==> src/dcc_pkg.sv <==
/*
 Package for the DMA channel control block: register offsets, field
 positions, reset values and state types.
 Assumes a 32-bit classic Wishbone register bus with byte addresses.
*/
`default_nettype none
package dcc_pkg;
   localparam logic [7:0] DCC_OFS_CONTROL = 8'h00;
   localparam logic [7:0] DCC_OFS_CELL_SIZE = 8'h04;
   localparam logic [7:0] DCC_OFS_CELL_POINTER = 8'h08;
   localparam logic [7:0] DCC_OFS_PATTERN_BYTE = 8'h0c;
   localparam logic [7:0] DCC_OFS_MODE = 8'h10;
   localparam logic [7:0] DCC_OFS_IRQ_STATUS = 8'h14;
   localparam logic [7:0] DCC_OFS_IRQ_MASK = 8'h18;
   localparam int DCC_BIT_ACTIVE = 15;
   localparam int DCC_BIT_CHAIN_DIR = 8;
   localparam int DCC_BIT_ON = 7;
   localparam int DCC_BIT_EVT_OFF = 6;
   localparam int DCC_BIT_CHAIN_PERMIT = 5;
   localparam int DCC_BIT_AUTO_REEN = 4;
   localparam int DCC_BIT_EVT_SEEN = 2;
   localparam int DCC_IRQ_BLOCK_DONE = 0;
   localparam int DCC_IRQ_ABORT = 1;
   localparam int DCC_IRQ_MATCH = 2;
   localparam int DCC_IRQ_CELL_DONE = 3;
   localparam int DCC_IRQ_BITS = 4;
   localparam logic [15:0] DCC_CELL_SIZE_RESET = 16'h0000;
   localparam logic [7:0] DCC_PATTERN_RESET = 8'h00;
   localparam logic [1:0] DCC_PRIORITY_RESET = 2'h0;
   typedef enum logic [1:0] {
      DCC_IDLE,
      DCC_MOVE,
      DCC_DRAIN
   } dcc_state_type;
endpackage : dcc_pkg
`default_nettype wire

==> src/dcc_channel.sv <==
/*
 One DMA channel's control: enable, chaining, auto re-enable, event
 capture, priority, cell size and pointer, pattern terminate, and a
 Wishbone register slave with a masked interrupt.
 Assumes events, byte strobes and chain pulses come from logic on clk_i;
 arbitration between channels happens outside, fed by the grant input.
*/
// Decided for this implementation: register access over Wishbone and the register offsets.
//
// Contract
// - Active flag reads one while enabled or busy
// - Direction bit picks higher or lower chain partner
// - Direction matters only with chaining permitted
// - Transfers only while channel on bit set
// - Events while off recorded only if allowed
// - Chain enable accepted only if permitted
// - Auto re-enable keeps channel on after block
// - Event seen flag set by start event
// - Priority level equals two-bit field value
// - Cell size sets bytes per event
// - Cell pointer tracks cell, cleared on match
// - Pattern byte used only in terminate mode
// - Unimplemented upper bits read zero, ignore writes
`timescale 1ns/1ps
`default_nettype none
module dcc_channel
   import dcc_pkg::*;
#(
   parameter int CELL_W = 16
) (
   input wire logic clk_i,
   input wire logic rst_i,
   input wire logic ce_i,
   input wire logic wb_cyc_i,
   input wire logic wb_stb_i,
   input wire logic wb_we_i,
   input wire logic [7:0] wb_adr_i,
   input wire logic [3:0] wb_sel_i,
   input wire logic [31:0] wb_dat_i,
   output logic [31:0] wb_dat_o,
   output logic wb_ack_o,
   output logic wb_err_o,
   input wire logic start_event_i,
   input wire logic abort_event_i,
   input wire logic chain_higher_done_i,
   input wire logic chain_lower_done_i,
   input wire logic grant_i,
   input wire logic byte_done_i,
   input wire logic [7:0] byte_data_i,
   input wire logic block_last_i,
   output logic request_o,
   output logic [1:0] channel_priority_level_o,
   output logic block_done_o,
   output logic irq_o
);
   logic channel_on;
   logic events_while_off_allow;
   logic chaining_permit;
   logic auto_reenable;
   logic chain_direction_select;
   logic [1:0] channel_priority_level;
   logic event_seen_flag;
   logic [CELL_W-1:0] cell_byte_count;
   logic [CELL_W-1:0] cell_progress_pointer;
   logic [7:0] match_byte;
   logic pattern_terminate_mode;
   logic [DCC_IRQ_BITS-1:0] irq_status;
   logic [DCC_IRQ_BITS-1:0] irq_mask;
   dcc_state_type state;
   logic channel_active_flag;
   logic wr;
   logic rd_hit;
   logic ctl_wr_lo;
   logic ctl_wr_hi;
   logic chain_fire;
   logic evt_accept;
   logic abort_accept;
   logic pattern_hit;
   logic cell_end;
   logic block_end;
   logic [DCC_IRQ_BITS-1:0] irq_set;
   logic [31:0] next_rdata;

   assign wr = wb_cyc_i && wb_stb_i && wb_we_i && !wb_ack_o && !wb_err_o;
   assign ctl_wr_lo = wr && wb_adr_i == DCC_OFS_CONTROL && wb_sel_i[0];
   assign ctl_wr_hi = wr && wb_adr_i == DCC_OFS_CONTROL && wb_sel_i[1];
   always_comb begin
      rd_hit = 1'b1;
      unique case (wb_adr_i)
         DCC_OFS_CONTROL, DCC_OFS_CELL_SIZE, DCC_OFS_CELL_POINTER,
         DCC_OFS_PATTERN_BYTE, DCC_OFS_MODE, DCC_OFS_IRQ_STATUS,
         DCC_OFS_IRQ_MASK: rd_hit = 1'b1;
         default: rd_hit = 1'b0;
      endcase
   end

   // Direction is only consulted once chaining is permitted
   assign chain_fire = chaining_permit && (chain_direction_select ?
      chain_higher_done_i : chain_lower_done_i);
   assign evt_accept = start_event_i &&
      (channel_on || events_while_off_allow);
   assign abort_accept = abort_event_i &&
      (channel_on || events_while_off_allow);
   assign pattern_hit = pattern_terminate_mode && byte_done_i &&
      state == DCC_MOVE && byte_data_i == match_byte;
   assign cell_end = state == DCC_MOVE && byte_done_i &&
      cell_progress_pointer + 1'b1 >= cell_byte_count;
   assign block_end = (cell_end && block_last_i) || pattern_hit;
   assign channel_active_flag = channel_on || state != DCC_IDLE;

   // Control bits; set by hardware wins over a software write
   always_ff @(posedge clk_i) begin
      if (rst_i) begin
         channel_on <= 1'b0;
         events_while_off_allow <= 1'b0;
         chaining_permit <= 1'b0;
         auto_reenable <= 1'b0;
         chain_direction_select <= 1'b0;
         channel_priority_level <= DCC_PRIORITY_RESET;
      end else if (ce_i) begin
         if (ctl_wr_lo) begin
            channel_on <= wb_dat_i[DCC_BIT_ON];
            events_while_off_allow <= wb_dat_i[DCC_BIT_EVT_OFF];
            chaining_permit <= wb_dat_i[DCC_BIT_CHAIN_PERMIT];
            auto_reenable <= wb_dat_i[DCC_BIT_AUTO_REEN];
            channel_priority_level <= wb_dat_i[1:0];
         end
         if (ctl_wr_hi)
            chain_direction_select <= wb_dat_i[DCC_BIT_CHAIN_DIR];
         if ((block_end || abort_accept) && !auto_reenable)
            channel_on <= 1'b0;
         if (abort_accept && auto_reenable)
            channel_on <= 1'b0;
         if (chain_fire)
            channel_on <= 1'b1;
      end
   end

   // Pending start event; cleared when its cell begins or on abort
   always_ff @(posedge clk_i) begin
      if (rst_i)
         event_seen_flag <= 1'b0;
      else if (ce_i) begin
         if (evt_accept)
            event_seen_flag <= 1'b1;
         else if (abort_accept || (state == DCC_IDLE && request_o &&
                  grant_i))
            event_seen_flag <= 1'b0;
      end
   end

   // Cell state machine; a disable leaves MOVE through one DRAIN cycle to IDLE
   always_ff @(posedge clk_i) begin
      if (rst_i)
         state <= DCC_IDLE;
      else if (ce_i) begin
         unique case (state)
            DCC_IDLE:
               if (request_o && grant_i)
                  state <= DCC_MOVE;
            DCC_MOVE:
               if (abort_accept || cell_end || pattern_hit)
                  state <= DCC_IDLE;
               else if (!channel_on)
                  state <= DCC_DRAIN;
            DCC_DRAIN:
               state <= DCC_IDLE;
            default: state <= DCC_IDLE;
         endcase
      end
   end

   always_ff @(posedge clk_i) begin
      if (rst_i)
         cell_progress_pointer <= '0;
      else if (ce_i) begin
         if (pattern_hit || abort_accept || cell_end)
            cell_progress_pointer <= '0;
         else if (state == DCC_MOVE && byte_done_i)
            cell_progress_pointer <= cell_progress_pointer + 1'b1;
      end
   end

   always_ff @(posedge clk_i) begin
      if (rst_i) begin
         cell_byte_count <= CELL_W'(DCC_CELL_SIZE_RESET);
         match_byte <= DCC_PATTERN_RESET;
         pattern_terminate_mode <= 1'b0;
         irq_mask <= '0;
      end else if (ce_i && wr) begin
         if (wb_adr_i == DCC_OFS_CELL_SIZE) begin
            if (wb_sel_i[0])
               cell_byte_count[7:0] <= wb_dat_i[7:0];
            if (wb_sel_i[1])
               cell_byte_count[CELL_W-1:8] <= wb_dat_i[CELL_W-1:8];
         end
         if (wb_adr_i == DCC_OFS_PATTERN_BYTE && wb_sel_i[0])
            match_byte <= wb_dat_i[7:0];
         if (wb_adr_i == DCC_OFS_MODE && wb_sel_i[0])
            pattern_terminate_mode <= wb_dat_i[0];
         if (wb_adr_i == DCC_OFS_IRQ_MASK && wb_sel_i[0])
            irq_mask <= wb_dat_i[DCC_IRQ_BITS-1:0];
      end
   end

   // Sticky status, write one to clear; a new event wins the cycle
   assign irq_set = {cell_end, pattern_hit, abort_accept, block_end};
   always_ff @(posedge clk_i) begin
      if (rst_i)
         irq_status <= '0;
      else if (ce_i) begin
         if (wr && wb_adr_i == DCC_OFS_IRQ_STATUS && wb_sel_i[0])
            irq_status <= (irq_status & ~wb_dat_i[DCC_IRQ_BITS-1:0]) |
               irq_set;
         else
            irq_status <= irq_status | irq_set;
      end
   end

   always_ff @(posedge clk_i) begin
      if (rst_i) begin
         request_o <= 1'b0;
         channel_priority_level_o <= DCC_PRIORITY_RESET;
         block_done_o <= 1'b0;
         irq_o <= 1'b0;
      end else if (ce_i) begin
         // Arbiter outside ranks requests by this level, then number
         request_o <= channel_on && event_seen_flag && state == DCC_IDLE &&
            !(request_o && grant_i);
         channel_priority_level_o <= channel_priority_level;
         block_done_o <= block_end;
         irq_o <= |(irq_status & irq_mask);
      end
   end

   always_comb begin
      next_rdata = 32'h0000_0000;
      unique case (wb_adr_i)
         DCC_OFS_CONTROL: begin
            next_rdata[DCC_BIT_ACTIVE] = channel_active_flag;
            next_rdata[DCC_BIT_CHAIN_DIR] = chain_direction_select;
            next_rdata[DCC_BIT_ON] = channel_on;
            next_rdata[DCC_BIT_EVT_OFF] = events_while_off_allow;
            next_rdata[DCC_BIT_CHAIN_PERMIT] = chaining_permit;
            next_rdata[DCC_BIT_AUTO_REEN] = auto_reenable;
            next_rdata[DCC_BIT_EVT_SEEN] = event_seen_flag;
            next_rdata[1:0] = channel_priority_level;
         end
         DCC_OFS_CELL_SIZE: next_rdata[CELL_W-1:0] = cell_byte_count;
         DCC_OFS_CELL_POINTER:
            next_rdata[CELL_W-1:0] = cell_progress_pointer;
         DCC_OFS_PATTERN_BYTE: next_rdata[7:0] = match_byte;
         DCC_OFS_MODE: next_rdata[0] = pattern_terminate_mode;
         DCC_OFS_IRQ_STATUS: next_rdata[DCC_IRQ_BITS-1:0] = irq_status;
         DCC_OFS_IRQ_MASK: next_rdata[DCC_IRQ_BITS-1:0] = irq_mask;
         default: next_rdata = 32'h0000_0000;
      endcase
   end

   // One-cycle answer; err on unmapped offsets
   always_ff @(posedge clk_i) begin
      if (rst_i) begin
         wb_ack_o <= 1'b0;
         wb_err_o <= 1'b0;
         wb_dat_o <= 32'h0000_0000;
      end else if (ce_i) begin
         wb_ack_o <= wb_cyc_i && wb_stb_i && !wb_ack_o && !wb_err_o &&
            rd_hit;
         wb_err_o <= wb_cyc_i && wb_stb_i && !wb_ack_o && !wb_err_o &&
            !rd_hit;
         wb_dat_o <= next_rdata;
      end
   end
endmodule : dcc_channel
`default_nettype wire

==> config.mk <==
export PLATFORM = sky130hd
export DESIGN_NAME = dcc_channel
export DESIGN_NICKNAME = d
export VERILOG_FILES = /design/src/dcc_pkg.sv /design/src/dcc_channel.sv
export SDC_FILE = /design/constraint.sdc
export NUM_CORES = 1
export LEC_CHECK = 0
export BUFFER_PORTS_ARGS = -buffer_cell sky130_fd_sc_hd__buf_2
export CAP_MARGIN = 20
export CORE_ASPECT_RATIO = 1.5
export CORE_MARGIN = 5
export CORE_UTILIZATION = 30
export DETAILED_ROUTE_END_ITERATION = 12
export GPL_TIMING_DRIVEN = 0
export SYNTH_ARGS = -nofsm -noshare
export SYNTH_HDL_FRONTEND = slang
export SYNTH_SLANG_ARGS = --single-unit
==> constraint.sdc <==
create_clock -name clk_i -period 2.9 [get_ports clk_i]
set_input_delay 0.29 -clock clk_i [delete_from_list [all_inputs] [get_ports clk_i]]
set_output_delay 0.29 -clock clk_i [all_outputs]
set_load 0.02 [all_outputs]
Word level (Yosys, flattened, before mapping)
Index checks and enable logic that the tools add are counted.

Bits in registers: 82. Bits of input ports: 65. Output and inout bits: 39. Logic and storage cells: 128.

Add/sub/neg operators: 1. Order comparisons: 1. Equality and inequality tests: 10. Muxes and demuxes: 22. Bitwise logic cells: 5. Reductions and logical operators: 67.

Operators by type and width (count): $logic_and A1 B1 Y1 (34); $mux W16 (2); $eq A8 B5 Y1 const B (3); $add A16 B1 Y16 const B (1); $eq A8 B4 Y1 const B (2); $ge A16 B16 Y1 (1); $pmux W4 S4 (1); $reduce_and A2 Y1 (8); $pmux W2 S6 (1); $pmux W6 S2 (1); $logic_or A1 B1 Y1 (9); $reduce_and A3 Y1 (3); $and A4 B4 Y4 (2); $eq A8 B3 Y1 const B (1); $eq A8 B8 Y1 (1); $logic_not A8 Y1 (1); $mux W1 (8); $or A4 B4 Y4 (2); $pmux W1 S7 (1); $reduce_or A7 Y1 (1); $mux W2 (3); $pmux W1 S3 (2); $reduce_bool A2 Y1 (3); $logic_not A1 Y1 (5); other kinds (10) (10).

Depth between registers and ports, before layout
Depth in word-level cells: 10. Gate-level depth with buffers: 14. Gate-level depth less buffers: 12.

Worst setup path before layout
Ideal clock, no wire load.

Path kind: reg-to-reg. Start point: register cell_progress_pointer[3]. End point: register cell_progress_pointer[8]. Library setup time: 0.057 ns. Arrival time: 3.123 ns. Path slack: -0.280 ns. Cell stages (with the launch flop): 15. Buffers on the path: 2. Cell sequence: dfxtp_1 > buf_2 > and4_1 > and3_1 > nand4_1 > nor2_1 > xnor2_1 > ha_1 > a21o_1 > a21o_1 > a22o_1 > or4_1 > buf_6 > nor3b_2 > a21o_1.

Word-level cells in the longest chain between the ends: 6. Elaborated cells between the ends (all ways): 8. Those cells by class: add/sub (1); order compare (1); mux (2); reduce/logical (4).

Ends and longest elaborated chain: from (decl) (RTL line dcc_channel.sv:64) `logic [CELL_W-1:0] cell_progress_pointer;`; from (signal assigned) (RTL line dcc_channel.sv:180) `cell_progress_pointer <= cell_progress_pointer + 1'b1;`; $add A16 B1 Y16 (*) (RTL line dcc_channel.sv:107, dcc_channel.sv:180); $ge A16 B16 Y1 (RTL line dcc_channel.sv:107) `cell_progress_pointer + 1'b1 >= cell_byte_count;`; $logic_and A1 B1 Y1 (RTL line dcc_channel.sv:106) `assign cell_end = state == DCC_MOVE && byte_done_i &&`; $logic_or A1 B1 Y1 (RTL line dcc_channel.sv:177) `if (pattern_hit || abort_accept || cell_end)`; $reduce_bool A2 Y1 (no source line); $reduce_and A2 Y1 (no source line).

Every way passes the cells marked *; elsewhere a longest branch is shown, timed or not. The select of a mux whose other input is x is not followed. A chain may end at the register's enable or synchronous reset.

Worst setup path after layout
Start point: register cell_progress_pointer[6]. End point: register cell_progress_pointer[2].

Word-level cells in the longest chain between the ends: 6. Elaborated cells between the ends (all ways): 7. Those cells by class: add/sub (1); order compare (1); mux (1); reduce/logical (4).

Ends and longest elaborated chain (RTL line): $add A16 B1 Y16 (*) (dcc_channel.sv:107); $ge A16 B16 Y1 (*) (dcc_channel.sv:107); $logic_and A1 B1 Y1 (*) (dcc_channel.sv:106); $logic_or A1 B1 Y1 (*) (dcc_channel.sv:177); $reduce_bool A2 Y1 (no source line); $reduce_and A2 Y1 (no source line).

Every way passes the cells marked *; elsewhere a longest branch is shown, timed or not.

==> impl_metrics.ini <==
[cts]
cts_num_sinks = 82
cts_made_buffers = 9
clock_tree.root_cell = sky130_fd_sc_hd__clkbuf_16
clk_pin_slew_ps = 60
postCtsHoldBufs = 0
cts_tree = done
cts_max_path_buffers = 2
worstSkewPairLatency_ps = 340
cts_htree_levels = 3

[sta]
postLayoutSetupSlackWorst_ps = -380.5
max_slew_headroom_pct = 54.39
fin_worst_skew_ps = 5.743
max_clock_freq_mhz = 304.8
timing.final.crit_period_ps = 3281
setup-tns-final_ps = -6375
timing.final.crit_share_pct = 113.1
timing.final.hold_violations = 0
setup-violations-final = 22
slew_violations = 0
rsz0062_at_grt = true
tightestPinTransition_ps = 684.1

[placed_design]
gp_congestion = 0.9397
detailed_place_hpwl_microns = 11290
dp_worst_setup_slack_ps = -851.8
placed_cells_incl_taps = 820
place.port_buffers = 66

[grt]
grt_overflow = 0
grt_usage_pct = 16.79
global_route_wire_length_before_repair_microns = 22480
antenna_found_initial = 0
largest_net_degree_at_the_start_of_global_routing = 15
grt_pass1_vias = 4040

[power_and_ir_drop]
cellPowerDensity_mw_per_mm2 = 476.2
leakagePower_nw = 2.494
vdd_drop_max_uv = 266.2

[critical_path]
worst-r2r-setup-slack_ps = -380
crit-reg2reg-launch = cell_progress_pointer[6]$_SDFFE_PP0P_
worstRegToRegCells = 14
crit_path_start_kind = register
worstPathArrival_ps = 3550
timing.critical_path.required_ps = 3170
crit_path_end = cell_progress_pointer[2]$_SDFFE_PP0P_
critical_path_class = register to register
crit_fanout = 4
regToRegEndpoint = cell_progress_pointer[2]$_SDFFE_PP0P_
endpoint_kind = register
worst_setup_path_startpoint = cell_progress_pointer[6]$_SDFFE_PP0P_

[finish]
n_antenna_cell = 0
flow.area_growth_from_synthesis_pct = 28.96
stdcell_count = 854
fin_nets = 732
final_layout_size_suffix_gt1_share_pct = 25.95

[floorplan]
die_w_microns = 110.3
fp.dieArea_sq_mm = 0.01768
floorplan.initialDensity_pct = 30.29
ioPinCount = 104
area_of_the_placeable_core_sq_mm = 0.01493
fp-row-count = 55
die_extent_in_y_microns = 160.4

[routing]
post_detailed_route_count_of_antenna_violating_nets = 0
detail_route.wl_per_cell_microns = 17.44
drtPass1Iterations = 5
wl_met3_microns = 934
finalWirelength_microns = 14890
vias = 4335
met2_wirelength_microns = 7841
route.detailed.drc = 0
wl_met1_microns = 5640
drt_iter0_drc = 330
highest_layer = met4
drt-vias-per-instance = 5.076

[synth]
ys_async_sr_fraction_pct = 0
synth.top_cells.by_count = 82 x sky130_fd_sc_hd__dfxtp_1, 66 x sky130_fd_sc_hd__nor2_1, 43 x sky130_fd_sc_hd__nand2_1
dominantRegCellSynth = sky130_fd_sc_hd__dfxtp_1
syn_area_sq_mm = 0.004523
ys_ff_latch = 82
post-synth-top-count-cell = sky130_fd_sc_hd__dfxtp_1
syn-instance-count = 540
number_of_flops_mapped_to_enable_cells_by_yosys = 0
synth_area_per_cell_sq_um = 8.376
post_synthesis_cell_type_with_the_largest_combined_area = sky130_fd_sc_hd__dfxtp_1
synthesis.yosys.warnings = 0
synth_top_area_share_pct = 36.29
synth.yosys.seq_area_share_pct = 36.29
ys_types = 53
synthTopCellsByArea = sky130_fd_sc_hd__dfxtp_1 36%, sky130_fd_sc_hd__mux2i_1 7.3%, sky130_fd_sc_hd__nor2_1 5.5%, sky130_fd_sc_hd__ha_1 4.7%, sky130_fd_sc_hd__a21oi_1 4.2%

[min_path]
hold_class = input port to register
min-delay-start = wb_dat_i[10]

[status]
outcome = finished, violations left
violations = negative setup slack

[job]
max_cap_viol_count = 0
-- worst max-delay path, cell delays in order (launching register included) --
cell	delay (ps)
sky130_fd_sc_hd__dfxtp_4	360
sky130_fd_sc_hd__and4_4	230
sky130_fd_sc_hd__and3_4	220
sky130_fd_sc_hd__and4_4	260
sky130_fd_sc_hd__nand3_4	90
sky130_fd_sc_hd__xnor2_2	150
sky130_fd_sc_hd__ha_1	330
sky130_fd_sc_hd__nand4_1	250
sky130_fd_sc_hd__nor4_2	60
sky130_fd_sc_hd__a211o_1	380
sky130_fd_sc_hd__buf_6	150
sky130_fd_sc_hd__nor4_4	300
sky130_fd_sc_hd__buf_4	200
sky130_fd_sc_hd__nand2b_1	60
sky130_fd_sc_hd__a31oi_1	150
-- state kept, by name, summed over array words and instances (netlist names), 2 cells and up --
signal	count
cell_progress_pointer	16
wb_dat_o	16
state	2
channel_priority_level	2
match_byte	8
irq_status	4
irq_mask	4
cell_byte_count	16
channel_priority_level_o	2
-- routing by layer --
metal | vias up | track usage [%]
li1 | 2106 | -
met1 | 2026 | 18.97
met2 | 172 | 30.66
met3 | 31 | 2.774
met4 | 0 | 6.443
met5 | - | 0
-- layout by cell type, fill, tap and decap left out, drive strengths merged, types with 5 or more instances in the layout --
cell and count:
and3 5, clkbuf 36, nand4 14, nand2 43, o211ai 5, and4 5
a21oi 38, xnor2 17, inv 24, nor2 66, dfxtp 82, xor2 5
ha 17, a21o 8, o21ai 21, a22o 14, mux2i 33, mux4 5
a22oi 5, nor3 9, conb 16, nand3 27, buf 111
-- per-stage QoR --
step	utilization [%]	hold slack, ps	cell area (sq um)	power, mW
floorplan	-	433.9	4608	1.321
global placement	34.74	454.1	5187	1.411
detailed placement	34.74	452.4	5187	1.411
CTS	38.26	176.0	5713	2.767
global route	39.06	192.4	5833	2.861
finish	39.06	183.2	5833	2.778
-- power by group --
group / leakage [nW] / internal (mW) / switching [mW]
Combinational: 1.67 / 0.116 / 0.178
Clock: 0.159 / 0.845 / 0.497
Sequential: 0.666 / 1.13 / 0.00995
-- worst min path at each step --
stage | end | slack [ps] | cells past startpoint
finish | cell_byte_count[10]$_SDFFE_PP0P_ | 180 | 3
global route | cell_byte_count[9]$_SDFFE_PP0P_ | 190 | 3
CTS | cell_byte_count[10]$_SDFFE_PP0P_ | 180 | 3
detailed placement | wb_dat_o[12]$_SDFFE_PP0P_ | 450 | 2
global placement | wb_dat_o[5]$_SDFFE_PP0P_ | 450 | 2
floorplan | auto_reenable$_SDFFE_PP0P_ | 430 | 2
-- cells by family (layout without fill, tap and decap cells) --
| kind of cell | Yosys count | in the layout | share of synthesized area [%] |
|---|---|---|---|
| AOI/OAI and AO/OA | 113 | 113 | 16.07 |
| xor gates and xnor gates | 22 | 22 | 4.260 |
| adders and majority gates | 17 | 17 | 4.703 |
| buffers and inverters | 76 | 176 | 8.050 |
| DFF | 82 | 82 | 36.29 |
| muxes | 39 | 39 | 10.04 |
| other | 1 | 16 | 0.08291 |
| and+or+nand+nor | 190 | 190 | 20.50 |
-- timing repair --
item	4_1_cts	5_1_grt
gates resized for setup	25	21
buffers inserted	12	8
endpoints found under the setup margin	22	22
gates cloned	2	0
pin swaps	17	22
-- area by class of cell --
type / instances / area, sq um
inverters: 23 / 86.33
fillers: 1503 / 9100
clock inverters: 6 / 113.9
repair buffers: 88 / 504.2
clock buffers: 10 / 229.0
multi-input cells: 397 / 2733
well taps: 199 / 249.0
plain buffers: 49 / 261.5
flip-flops and latches: 82 / 1657
Note: power is estimated with default switching activity, not from simulation.
